`src/hdl/mhc_pkg.sv`:
```
// Constants, register map and state type of the maintenance hours counter
package mhc_pkg;

  // Clock rate and the one-minute time base
  localparam int unsigned CLK_HZ = 20_000_000;
  localparam int unsigned MINUTE_S = 60;
  localparam longint unsigned TICK_CYCLES_L = longint'(CLK_HZ) * longint'(MINUTE_S);
  localparam int unsigned PRESC_W = 31;

  // Field widths and limits, interval and operating time held as hours plus minutes, time_to_go as minutes
  localparam int unsigned SI_H_W = 14;
  localparam int unsigned OT_H_W = 17;
  localparam int unsigned MIN_W = 6;
  localparam int unsigned TTG_W = 20;
  localparam int unsigned TOT_W = 23;
  localparam logic [16:0] SI_H_MAX = 17'h0270F;
  localparam logic [16:0] OT_H_MAX = 17'h1869F;
  localparam logic [16:0] MIN_MAX = 17'h0003B;
  localparam logic [TOT_W-1:0] MIN_PER_H = 23'h00003C;

  // Register byte offsets
  localparam logic [7:0] ADDR_CTRL = 8'h00;
  localparam logic [7:0] ADDR_INTERVAL = 8'h04;
  localparam logic [7:0] ADDR_OPTIME = 8'h08;
  localparam logic [7:0] ADDR_TIME_TO_GO = 8'h0C;
  localparam logic [7:0] ADDR_STATUS = 8'h10;
  localparam logic [7:0] ADDR_IRQ_STATUS = 8'h14;
  localparam logic [7:0] ADDR_IRQ_MASK = 8'h18;

  // Field positions
  localparam int unsigned CTRL_RUN_BIT = 0;
  localparam int unsigned CTRL_POLICY_BIT = 1;
  localparam int unsigned CTRL_EXT_BIT = 2;
  localparam int unsigned HOURS_LSB = 0;
  localparam int unsigned INTV_MIN_LSB = 16;
  localparam int unsigned OT_MIN_LSB = 24;
  localparam int unsigned EV_DUE_BIT = 0;
  localparam int unsigned EV_SAT_BIT = 1;

  // Reset values
  localparam logic [2:0] CTRL_RST = 3'h0;
  localparam logic [1:0] IRQ_RST = 2'h0;
  localparam logic [SI_H_W-1:0] SI_H_RST = 14'h0000;
  localparam logic [MIN_W-1:0] MIN_RST = 6'h00;

  typedef struct packed {
    logic run;
    logic policy;
    logic ext_sel;
    logic [1:0] irq_mask;
    logic [1:0] irq_stat;
    logic [SI_H_W-1:0] si_h;
    logic [MIN_W-1:0] si_m;
    logic [TTG_W-1:0] si_seen;
    logic [OT_H_W-1:0] ot_h;
    logic [MIN_W-1:0] ot_m;
    logic [TTG_W-1:0] ttg;
    logic [PRESC_W-1:0] presc;
    logic mr_prev;
    logic ra_prev;
    logic due;
    logic irq;
    logic pready;
    logic pslverr;
    logic [31:0] prdata;
  } mhc_state_t;

endpackage : mhc_pkg

```
`src/hdl/mhc_hours_counter.sv`:
```
// Maintenance operating-hours counter with APB registers and interrupt
// Operation
// - Rising edge of maint_reset clears due_flag, reloads time_to_go, keeps operating_time.
// - Rising edge of reset_all_input clears due_flag, zeroes operating_time, reloads time_to_go.
// - Monitor high advances operating_time up and time_to_go down; low freezes both.
// - due_flag is set once time_to_go has reached zero.
// - Reset-only policy: flag cleared while either reset input is high.
// - Reset-or-idle policy: flag also cleared while monitor_input is low.
// - service_interval holds 0..9999 hours and 0..59 minutes.
// - operating_time saturates at 99999 hours and stops counting.
// - Interval, time_to_go and operating_time survive a reset without cold_start; cold_start clears them.
// - operating_time keeps counting with monitor high whatever maint_reset does.
// - Presetting operating_time sets time_to_go to interval minus remainder.
// - No preset in run; interval change makes time_to_go equal new interval.
// - An interval taken from another block is read as whole hours.
//
// Local design decisions: the address map and the APB interface to the registers.
`timescale 1ns/100ps
module mhc_hours_counter
  import mhc_pkg::*;
#(
  parameter int unsigned TICK_CYCLES = int'(TICK_CYCLES_L)
)
(
  // Clock and reset
  input wire logic clk_sys,
  input wire logic rst,
  input wire logic cold_start,
  // Program logic inputs
  input wire logic monitor_input,
  input wire logic maint_reset,
  input wire logic reset_all_input,
  input wire logic [15:0] ext_interval_hours,
  // APB slave
  input wire logic psel,
  input wire logic penable,
  input wire logic pwrite,
  input wire logic [7:0] paddr,
  input wire logic [31:0] pwdata,
  output logic [31:0] prdata,
  output logic pready,
  output logic pslverr,
  // Results
  output logic due_flag,
  output logic irq
);

  mhc_state_t s_reg;
  mhc_state_t s_next;

  function automatic logic [16:0] clamp17(input logic [16:0] v, input logic [16:0] lim);
    clamp17 = (v > lim) ? lim : v;
  endfunction : clamp17

  function automatic logic [TOT_W-1:0] to_minutes(input logic [OT_H_W-1:0] h, input logic [MIN_W-1:0] m);
    to_minutes = TOT_W'(h) * MIN_PER_H + TOT_W'(m);
  endfunction : to_minutes

  function automatic logic [TTG_W-1:0] preset_ttg(input logic [TTG_W-1:0] si, input logic [TOT_W-1:0] ot);
    logic [TOT_W-1:0] rem;
    rem = (si == '0) ? '0 : (ot % TOT_W'(si));
    preset_ttg = si - TTG_W'(rem);
  endfunction : preset_ttg

  logic [PRESC_W-1:0] tick_last;
  assign tick_last = PRESC_W'(TICK_CYCLES - 1);

  always_comb
  begin
    logic mr_edge;
    logic ra_edge;
    logic tick;
    logic clr;
    logic access;
    logic commit;
    logic hit;
    logic [1:0] ev;
    logic [1:0] w1c;
    logic [SI_H_W-1:0] si_eff_h;
    logic [MIN_W-1:0] si_eff_m;
    logic [TTG_W-1:0] si_tot;
    logic [OT_H_W-1:0] wr_h;
    logic [MIN_W-1:0] wr_m;
    logic [31:0] rd;
    s_next = s_reg;
    mr_edge = 1'b0;
    ra_edge = 1'b0;
    tick = 1'b0;
    clr = 1'b0;
    ev = 2'h0;
    w1c = 2'h0;
    hit = 1'b1;
    rd = 32'h00000000;
    wr_h = '0;
    wr_m = '0;
    si_eff_h = '0;
    si_eff_m = '0;
    si_tot = '0;
    access = psel & penable & ~s_reg.pready;
    commit = psel & penable & s_reg.pready & pwrite;

    // Edge detection against last cycle's level
    mr_edge = maint_reset & ~s_reg.mr_prev;
    ra_edge = reset_all_input & ~s_reg.ra_prev;
    s_next.mr_prev = maint_reset;
    s_next.ra_prev = reset_all_input;

    // External interval carries hours only, minutes forced to zero
    if (s_reg.ext_sel)
    begin
      si_eff_h = SI_H_W'(clamp17({1'b0, ext_interval_hours}, SI_H_MAX));
      si_eff_m = '0;
    end
    else
    begin
      si_eff_h = s_reg.si_h;
      si_eff_m = s_reg.si_m;
    end
    si_tot = TTG_W'(to_minutes(OT_H_W'(si_eff_h), si_eff_m));

    // Prescaler only advances on monitored on-time, so partial minutes are kept
    if (s_reg.run && monitor_input)
    begin
      if (s_reg.presc >= tick_last)
      begin
        s_next.presc = '0;
        tick = 1'b1;
      end
      else
      begin
        s_next.presc = s_reg.presc + PRESC_W'(1);
      end
    end

    // Minute step, independent of maint_reset
    if (tick)
    begin
      if (s_reg.ot_h != OT_H_W'(OT_H_MAX))
      begin
        if (s_reg.ot_m == MIN_W'(MIN_MAX))
        begin
          s_next.ot_m = '0;
          s_next.ot_h = s_reg.ot_h + OT_H_W'(1);
          if (s_next.ot_h == OT_H_W'(OT_H_MAX))
          begin
            s_next.ot_m = '0;
            ev[EV_SAT_BIT] = 1'b1;
          end
        end
        else
        begin
          s_next.ot_m = s_reg.ot_m + MIN_W'(1);
        end
      end
      if (s_reg.ttg != '0)
      begin
        s_next.ttg = s_reg.ttg - TTG_W'(1);
      end
    end

    // A changed interval replaces time_to_go outright
    if (si_tot != s_reg.si_seen)
    begin
      s_next.si_seen = si_tot;
      s_next.ttg = si_tot;
    end

    // Reset input edges
    if (mr_edge || ra_edge)
    begin
      s_next.ttg = si_tot;
    end
    if (ra_edge)
    begin
      s_next.ot_h = '0;
      s_next.ot_m = '0;
    end

    // Register read decode
    case (paddr)
      ADDR_CTRL:
        rd = 32'({s_reg.ext_sel, s_reg.policy, s_reg.run});
      ADDR_INTERVAL:
        rd = (32'(s_reg.si_m) << INTV_MIN_LSB) | (32'(s_reg.si_h) << HOURS_LSB);
      ADDR_OPTIME:
        rd = (32'(s_reg.ot_m) << OT_MIN_LSB) | (32'(s_reg.ot_h) << HOURS_LSB);
      ADDR_TIME_TO_GO:
        rd = 32'(s_reg.ttg);
      ADDR_STATUS:
        rd = 32'({(s_reg.ot_h == OT_H_W'(OT_H_MAX)), s_reg.due});
      ADDR_IRQ_STATUS:
        rd = 32'(s_reg.irq_stat);
      ADDR_IRQ_MASK:
        rd = 32'(s_reg.irq_mask);
      default:
      begin
        rd = 32'h00000000;
        hit = 1'b0;
      end
    endcase
    s_next.pready = access;
    s_next.prdata = (access && !pwrite) ? rd : 32'h00000000;
    s_next.pslverr = access & ~hit;

    // Register writes take effect at the completing edge
    if (commit)
    begin
      case (paddr)
        ADDR_CTRL:
        begin
          s_next.run = pwdata[CTRL_RUN_BIT];
          s_next.policy = pwdata[CTRL_POLICY_BIT];
          s_next.ext_sel = pwdata[CTRL_EXT_BIT];
        end
        ADDR_INTERVAL:
        begin
          s_next.si_h = SI_H_W'(clamp17(17'(pwdata[HOURS_LSB +: SI_H_W]), SI_H_MAX));
          s_next.si_m = MIN_W'(clamp17(17'(pwdata[INTV_MIN_LSB +: MIN_W]), MIN_MAX));
        end
        ADDR_OPTIME:
        begin
          // Preset refused in run mode
          if (!s_reg.run)
          begin
            wr_h = OT_H_W'(clamp17(pwdata[HOURS_LSB +: OT_H_W], OT_H_MAX));
            wr_m = MIN_W'(clamp17(17'(pwdata[OT_MIN_LSB +: MIN_W]), MIN_MAX));
            if (wr_h == OT_H_W'(OT_H_MAX))
            begin
              wr_m = '0;
            end
            s_next.ot_h = wr_h;
            s_next.ot_m = wr_m;
            s_next.si_seen = si_tot;
            s_next.ttg = preset_ttg(si_tot, to_minutes(wr_h, wr_m));
          end
        end
        ADDR_IRQ_STATUS:
          w1c = pwdata[1:0];
        ADDR_IRQ_MASK:
          s_next.irq_mask = pwdata[1:0];
        default:
          w1c = 2'h0;
      endcase
    end

    // Clearing conditions dominate the zero detect
    clr = maint_reset | reset_all_input;
    if (s_reg.policy && !monitor_input)
    begin
      clr = 1'b1;
    end
    s_next.due = ~clr & (s_next.ttg == '0);
    ev[EV_DUE_BIT] = s_next.due & ~s_reg.due;

    // Sticky events: a new event beats a same-cycle clear
    s_next.irq_stat = (s_reg.irq_stat & ~w1c) | ev;
    s_next.irq = |(s_next.irq_stat & s_next.irq_mask);

    // Synchronous reset; retentive values only cleared on a cold start
    if (rst)
    begin
      {s_next.ext_sel, s_next.policy, s_next.run} = CTRL_RST;
      s_next.irq_mask = IRQ_RST;
      s_next.irq_stat = IRQ_RST;
      s_next.presc = '0;
      s_next.mr_prev = 1'b0;
      s_next.ra_prev = 1'b0;
      s_next.due = 1'b0;
      s_next.irq = 1'b0;
      s_next.pready = 1'b0;
      s_next.pslverr = 1'b0;
      s_next.prdata = 32'h00000000;
      if (cold_start)
      begin
        s_next.si_h = SI_H_RST;
        s_next.si_m = MIN_RST;
        s_next.si_seen = '0;
        s_next.ot_h = '0;
        s_next.ot_m = MIN_RST;
        s_next.ttg = '0;
      end
      else
      begin
        s_next.si_h = s_reg.si_h;
        s_next.si_m = s_reg.si_m;
        s_next.si_seen = s_reg.si_seen;
        s_next.ot_h = s_reg.ot_h;
        s_next.ot_m = s_reg.ot_m;
        s_next.ttg = s_reg.ttg;
      end
    end
  end

  always_ff @(posedge clk_sys)
  begin
    s_reg <= s_next;
  end

  assign prdata = s_reg.prdata;
  assign pready = s_reg.pready;
  assign pslverr = s_reg.pslverr;
  assign due_flag = s_reg.due;
  assign irq = s_reg.irq;

endmodule : mhc_hours_counter

```
`config.mk`:
```
export PLATFORM = sky130hd
export DESIGN_NAME = mhc_hours_counter
export DESIGN_NICKNAME = d
export VERILOG_FILES = /design/src/hdl/mhc_pkg.sv /design/src/hdl/mhc_hours_counter.sv
export SDC_FILE = /design/constraint.sdc
export NUM_CORES = 2
export LEC_CHECK = 0
export BUFFER_PORTS_ARGS = -buffer_cell sky130_fd_sc_hd__buf_2
export CAP_MARGIN = 30
export CORE_MARGIN = 2
export CORE_UTILIZATION = 40
export CTS_BUF_LIST = sky130_fd_sc_hd__clkbuf_8
export CTS_CLUSTER_SIZE = 24
export DETAILED_ROUTE_END_ITERATION = 7
export MAX_ROUTING_LAYER = met4
export PLACE_DENSITY_LB_ADDON = 0.1
export SLEW_MARGIN = 5
export SYNTH_ARGS = -nofsm -noshare
export SYNTH_HDL_FRONTEND = slang
export SYNTH_SLANG_ARGS = --single-unit
```
`constraint.sdc`:
```
create_clock -name clk_sys -period 68.4 [get_ports clk_sys]
set_input_delay 3.42 -clock clk_sys [delete_from_list [all_inputs] [get_ports clk_sys]]
set_output_delay 3.42 -clock clk_sys [all_outputs]
set_load 0.02 [all_outputs]
```
==> metrics.md <==
| Metric | Value |
|---|---|
| Status | `completed` |
| Post-layout min period | `around 64000 ps` |
| All-Layer GR Usage | `0.281` |
| Placeable Area | `72800 um^2` |
| Syn Area/Cell | `7.54 um^2` |
| Cell Rows | `99` |
| Antenna violations before repair | `1` |
| Period Utilization, post-route | `0.938` |
| Minimum setup slack in the final design | `roughly 4300 ps` |
| Clock Tree Buf Depth | `2` |
| FFs w/ async S/R, synth | `0` |
| Post-synth top area share | `0.154` |
| Crit-path slowest cell | `or4_1` |
| Clock transition at the registers of the reported paths | `100 ps` |
| Root Buffer | `clkbuf_8` |
| Initial Utilization | `0.403` |
| Fmax | `approximately 16 MHz` |
| Die X | `275 um` |
| Critical Path Fanout Max | `16` |
| Worst r2r src | `s_reg[156]` |
| Vias after detailed routing | `just under 30000` |
| Yosys cell types | `115` |
| DPL Wire Length | `83.3 mm` |
| Final wirelength | `between 100 and 150 mm` |
| MaxCap Viol Count | `0` |
| GPL Wtd Cong | `roughly 0.95` |
| H-tree depth | `4` |
| WL/cell | `approximately 20 um` |
| Vias/cell | `between 5 and 6` |
| Reg2reg path depth | `approximately 280` |
| CTS tree | `yes` |
| Number of synthesized register bits | `155` |
| Post-synthesis cell area | `roughly 29000 um^2` |
| Placed Instances | `between 5000 and 6000` |
| Post-synth top flop | `edfxtp_1` |
| IO Port Bufs | `between 90 and 100` |
| Hold WS | `about 480 ps` |
| Number of global-route vias before repair | `roughly 28000` |
| Required time worst endpoint | `approximately 69000 ps` |
| Finish-stage setup viols | `0` |
| Layout area overhead | `13.9%` |
| CP max stage delay | `580 ps` |
| Worst slew margin | `0.337` |
| Hold Vio Cnt, Final | `0` |
| Post-synth top area cell | `ha_1` |
| Setup WS pre-CTS | `1230 ps` |
| First-pass DRT Iterations | `6` |
| Die height | `about 270 um` |
| Area contributors post-synth | `ha_1 (15%), edfxtp_1 (8.5%), xnor2_1 (5.9%)` |
| Nets | `~4600` |
| Mapped Cells | `3893` |
| Hold path start | `s_reg[39]` |
| Io pins | `around 100` |
| Largest net degree at the start of global routing | `between 80 and 90` |
| WS Path Type | `in -> reg` |
| Skew final | `about 22 ps` |
| Total global routing overflow | `0` |
| CTS sink count | `155` |
| Crit. End Element | `flip-flop` |
| First-pass GRT wire length | `~160 mm` |
| Worst Tran Pin Value | `about 990 ps` |
| Final-report max-slew violation count | `0` |
| Worst r2r dst | `due_flag` |
| Synth top cells by count | `nor2_1 (423), ha_1 (361), nand2_1 (351)` |
| Worst-Skew Late Latency | `470 ps` |
| Count leader, synth | `nor2_1` |
| Filler cells | `roughly 7600` |
| Die footprint | `~76000 um^2` |
| DRC viols | `0` |
| Antenna viol nets, final | `0` |
| Seq/Total Area, Yosys | `0.134` |
| First DRT Iteration DRCs | `2469` |
| YS warnings | `0` |
| Hold EP | `s_reg[39]` |
| CP most frequent cell | `a21oi_1` |
| Worst hold path class | `reg -> reg` |
| CTS buffer count | `17` |
| Number of synthesized flops with an enable pin | `a little over 80` |
| Number of flip-flops in the largest register | `123` |
| CP arrival | `64550 ps` |
| FF-to-FF setup slack | `between 7000 and 8000 ps` |
| Share of layout cells above drive strength 1 | `0.153` |
| Worst Hold Depth | `2` |
| # diodes | `0` |
| Fin cells | `roughly 5100` |
| CP startpoint kind | `primary input` |
-- cells by family (layout without fill, tap and decap cells) --
kind of cell / after synthesis / after routing / synth area share
AND/OR/NAND/NOR: 1444 / 1444 / 0.240
multiplexers: 99 / 99 / 0.0371
other: 1 / 4 / 0.000128
adder cells (fa/ha/maj): 414 / 414 / 0.190
AO/OA/AOI/OAI: 1054 / 1054 / 0.243
buffers and inverters: 393 / 681 / 0.0560
flip-flops: 155 / 155 / 0.134
XOR/XNOR: 333 / 333 / 0.0997
-- worst max-delay path: cells and delay by family --
kind            cells  cell delay (ps)
compound gates    154            31050
fa+ha+maj          28             9180
buf+inv            31             5030
simple gates       71            14380
xor+xnor            2              470
mux                 3              930
-- worst max-delay path by stage --
stage,to,slack [ps],cells past startpoint,from
floorplan,due_flag,7380,290,pwdata[13]
global route,due_flag,-50,292,pwdata[13]
detailed placement,due_flag,1230,279,pwdata[13]
global placement,due_flag,1140,274,pwdata[13]
CTS,due_flag,1390,278,pwdata[13]
finish,due_flag,4260,289,pwdata[13]
-- stage by stage --
step,util,TNS (ps),cell area [um^2]
floorplan,-,0,29400
global placement,0.449,0,32700
detailed placement,0.449,0,32700
CTS,0.454,0,33100
global route,0.459,-46.3,33400
finish,0.459,0,33400
-- area by class of cell --
| type | count | area, um^2 | area share |
|---|---|---|---|
| clock buffer | 19 | 262 | 0.00783 |
| clock inverter | 13 | 118 | 0.00352 |
| inverter | 235 | 882 | 0.0264 |
| multi-input combinational | 3348 | 24100 | 0.721 |
| sequential | 155 | 3930 | 0.118 |
| tap | 959 | 1200 | 0.0359 |
| timing repair buffer | 414 | 2920 | 0.0875 |
-- metal layers --
metal,global-route usage,vias to the layer above,part of all wire
met3,0.0326,80,0.059
met4,0.0481,0,0.017
li1,-,14800,-
met1,0.396,14100,0.49
met5,-,-,0
met2,0.437,736,0.44
-- cell usage in the layout, fill, tap and decap left out, types with 31 or more instances in the layout --
| cell | netlist | layout |
|---|---|---|
| nand4_1 | 63 | 63 |
| a21oi_1 | 260 | 253 |
| xnor2_1 | 199 | 198 |
| a31oi_1 | 60 | 59 |
| nor3_1 | 107 | 105 |
| o21a_1 | 73 | 73 |
| o21ai_0 | 184 | 171 |
| buf_4 | 34 | 318 |
| ha_1 | 361 | 359 |
| a211oi_1 | 34 | 32 |
| a22oi_1 | 34 | 34 |
| and3_1 | 45 | 43 |
| mux2_2 | 65 | 65 |
| o211ai_1 | 36 | 36 |
| nor2b_1 | 59 | 58 |
| mux2i_1 | 32 | 31 |
| nor2_1 | 423 | 418 |
| or3_1 | 43 | 43 |
| nand2_1 | 351 | 351 |
| a21o_1 | 91 | 90 |
| and2_1 | 39 | 39 |
| nand2b_1 | 38 | 36 |
| fa_1 | 52 | 52 |
| nand3_1 | 125 | 125 |
| dfxtp_1 | 72 | 72 |
| inv_1 | 232 | 233 |
| or2_2 | 31 | 31 |
| xor2_1 | 133 | 131 |
| edfxtp_1 | 83 | 83 |
| buf_2 | 21 | 92 |
-- repair_timing --
item	in CTS	in global routing
hold buffers	0	0
setup buffers	0	6
gates resized for setup	0	69
setup endpoints to repair	0	23
Power is not shown: default switching activity piles up to over one toggle a cycle in this logic, so the estimate is an artifact.
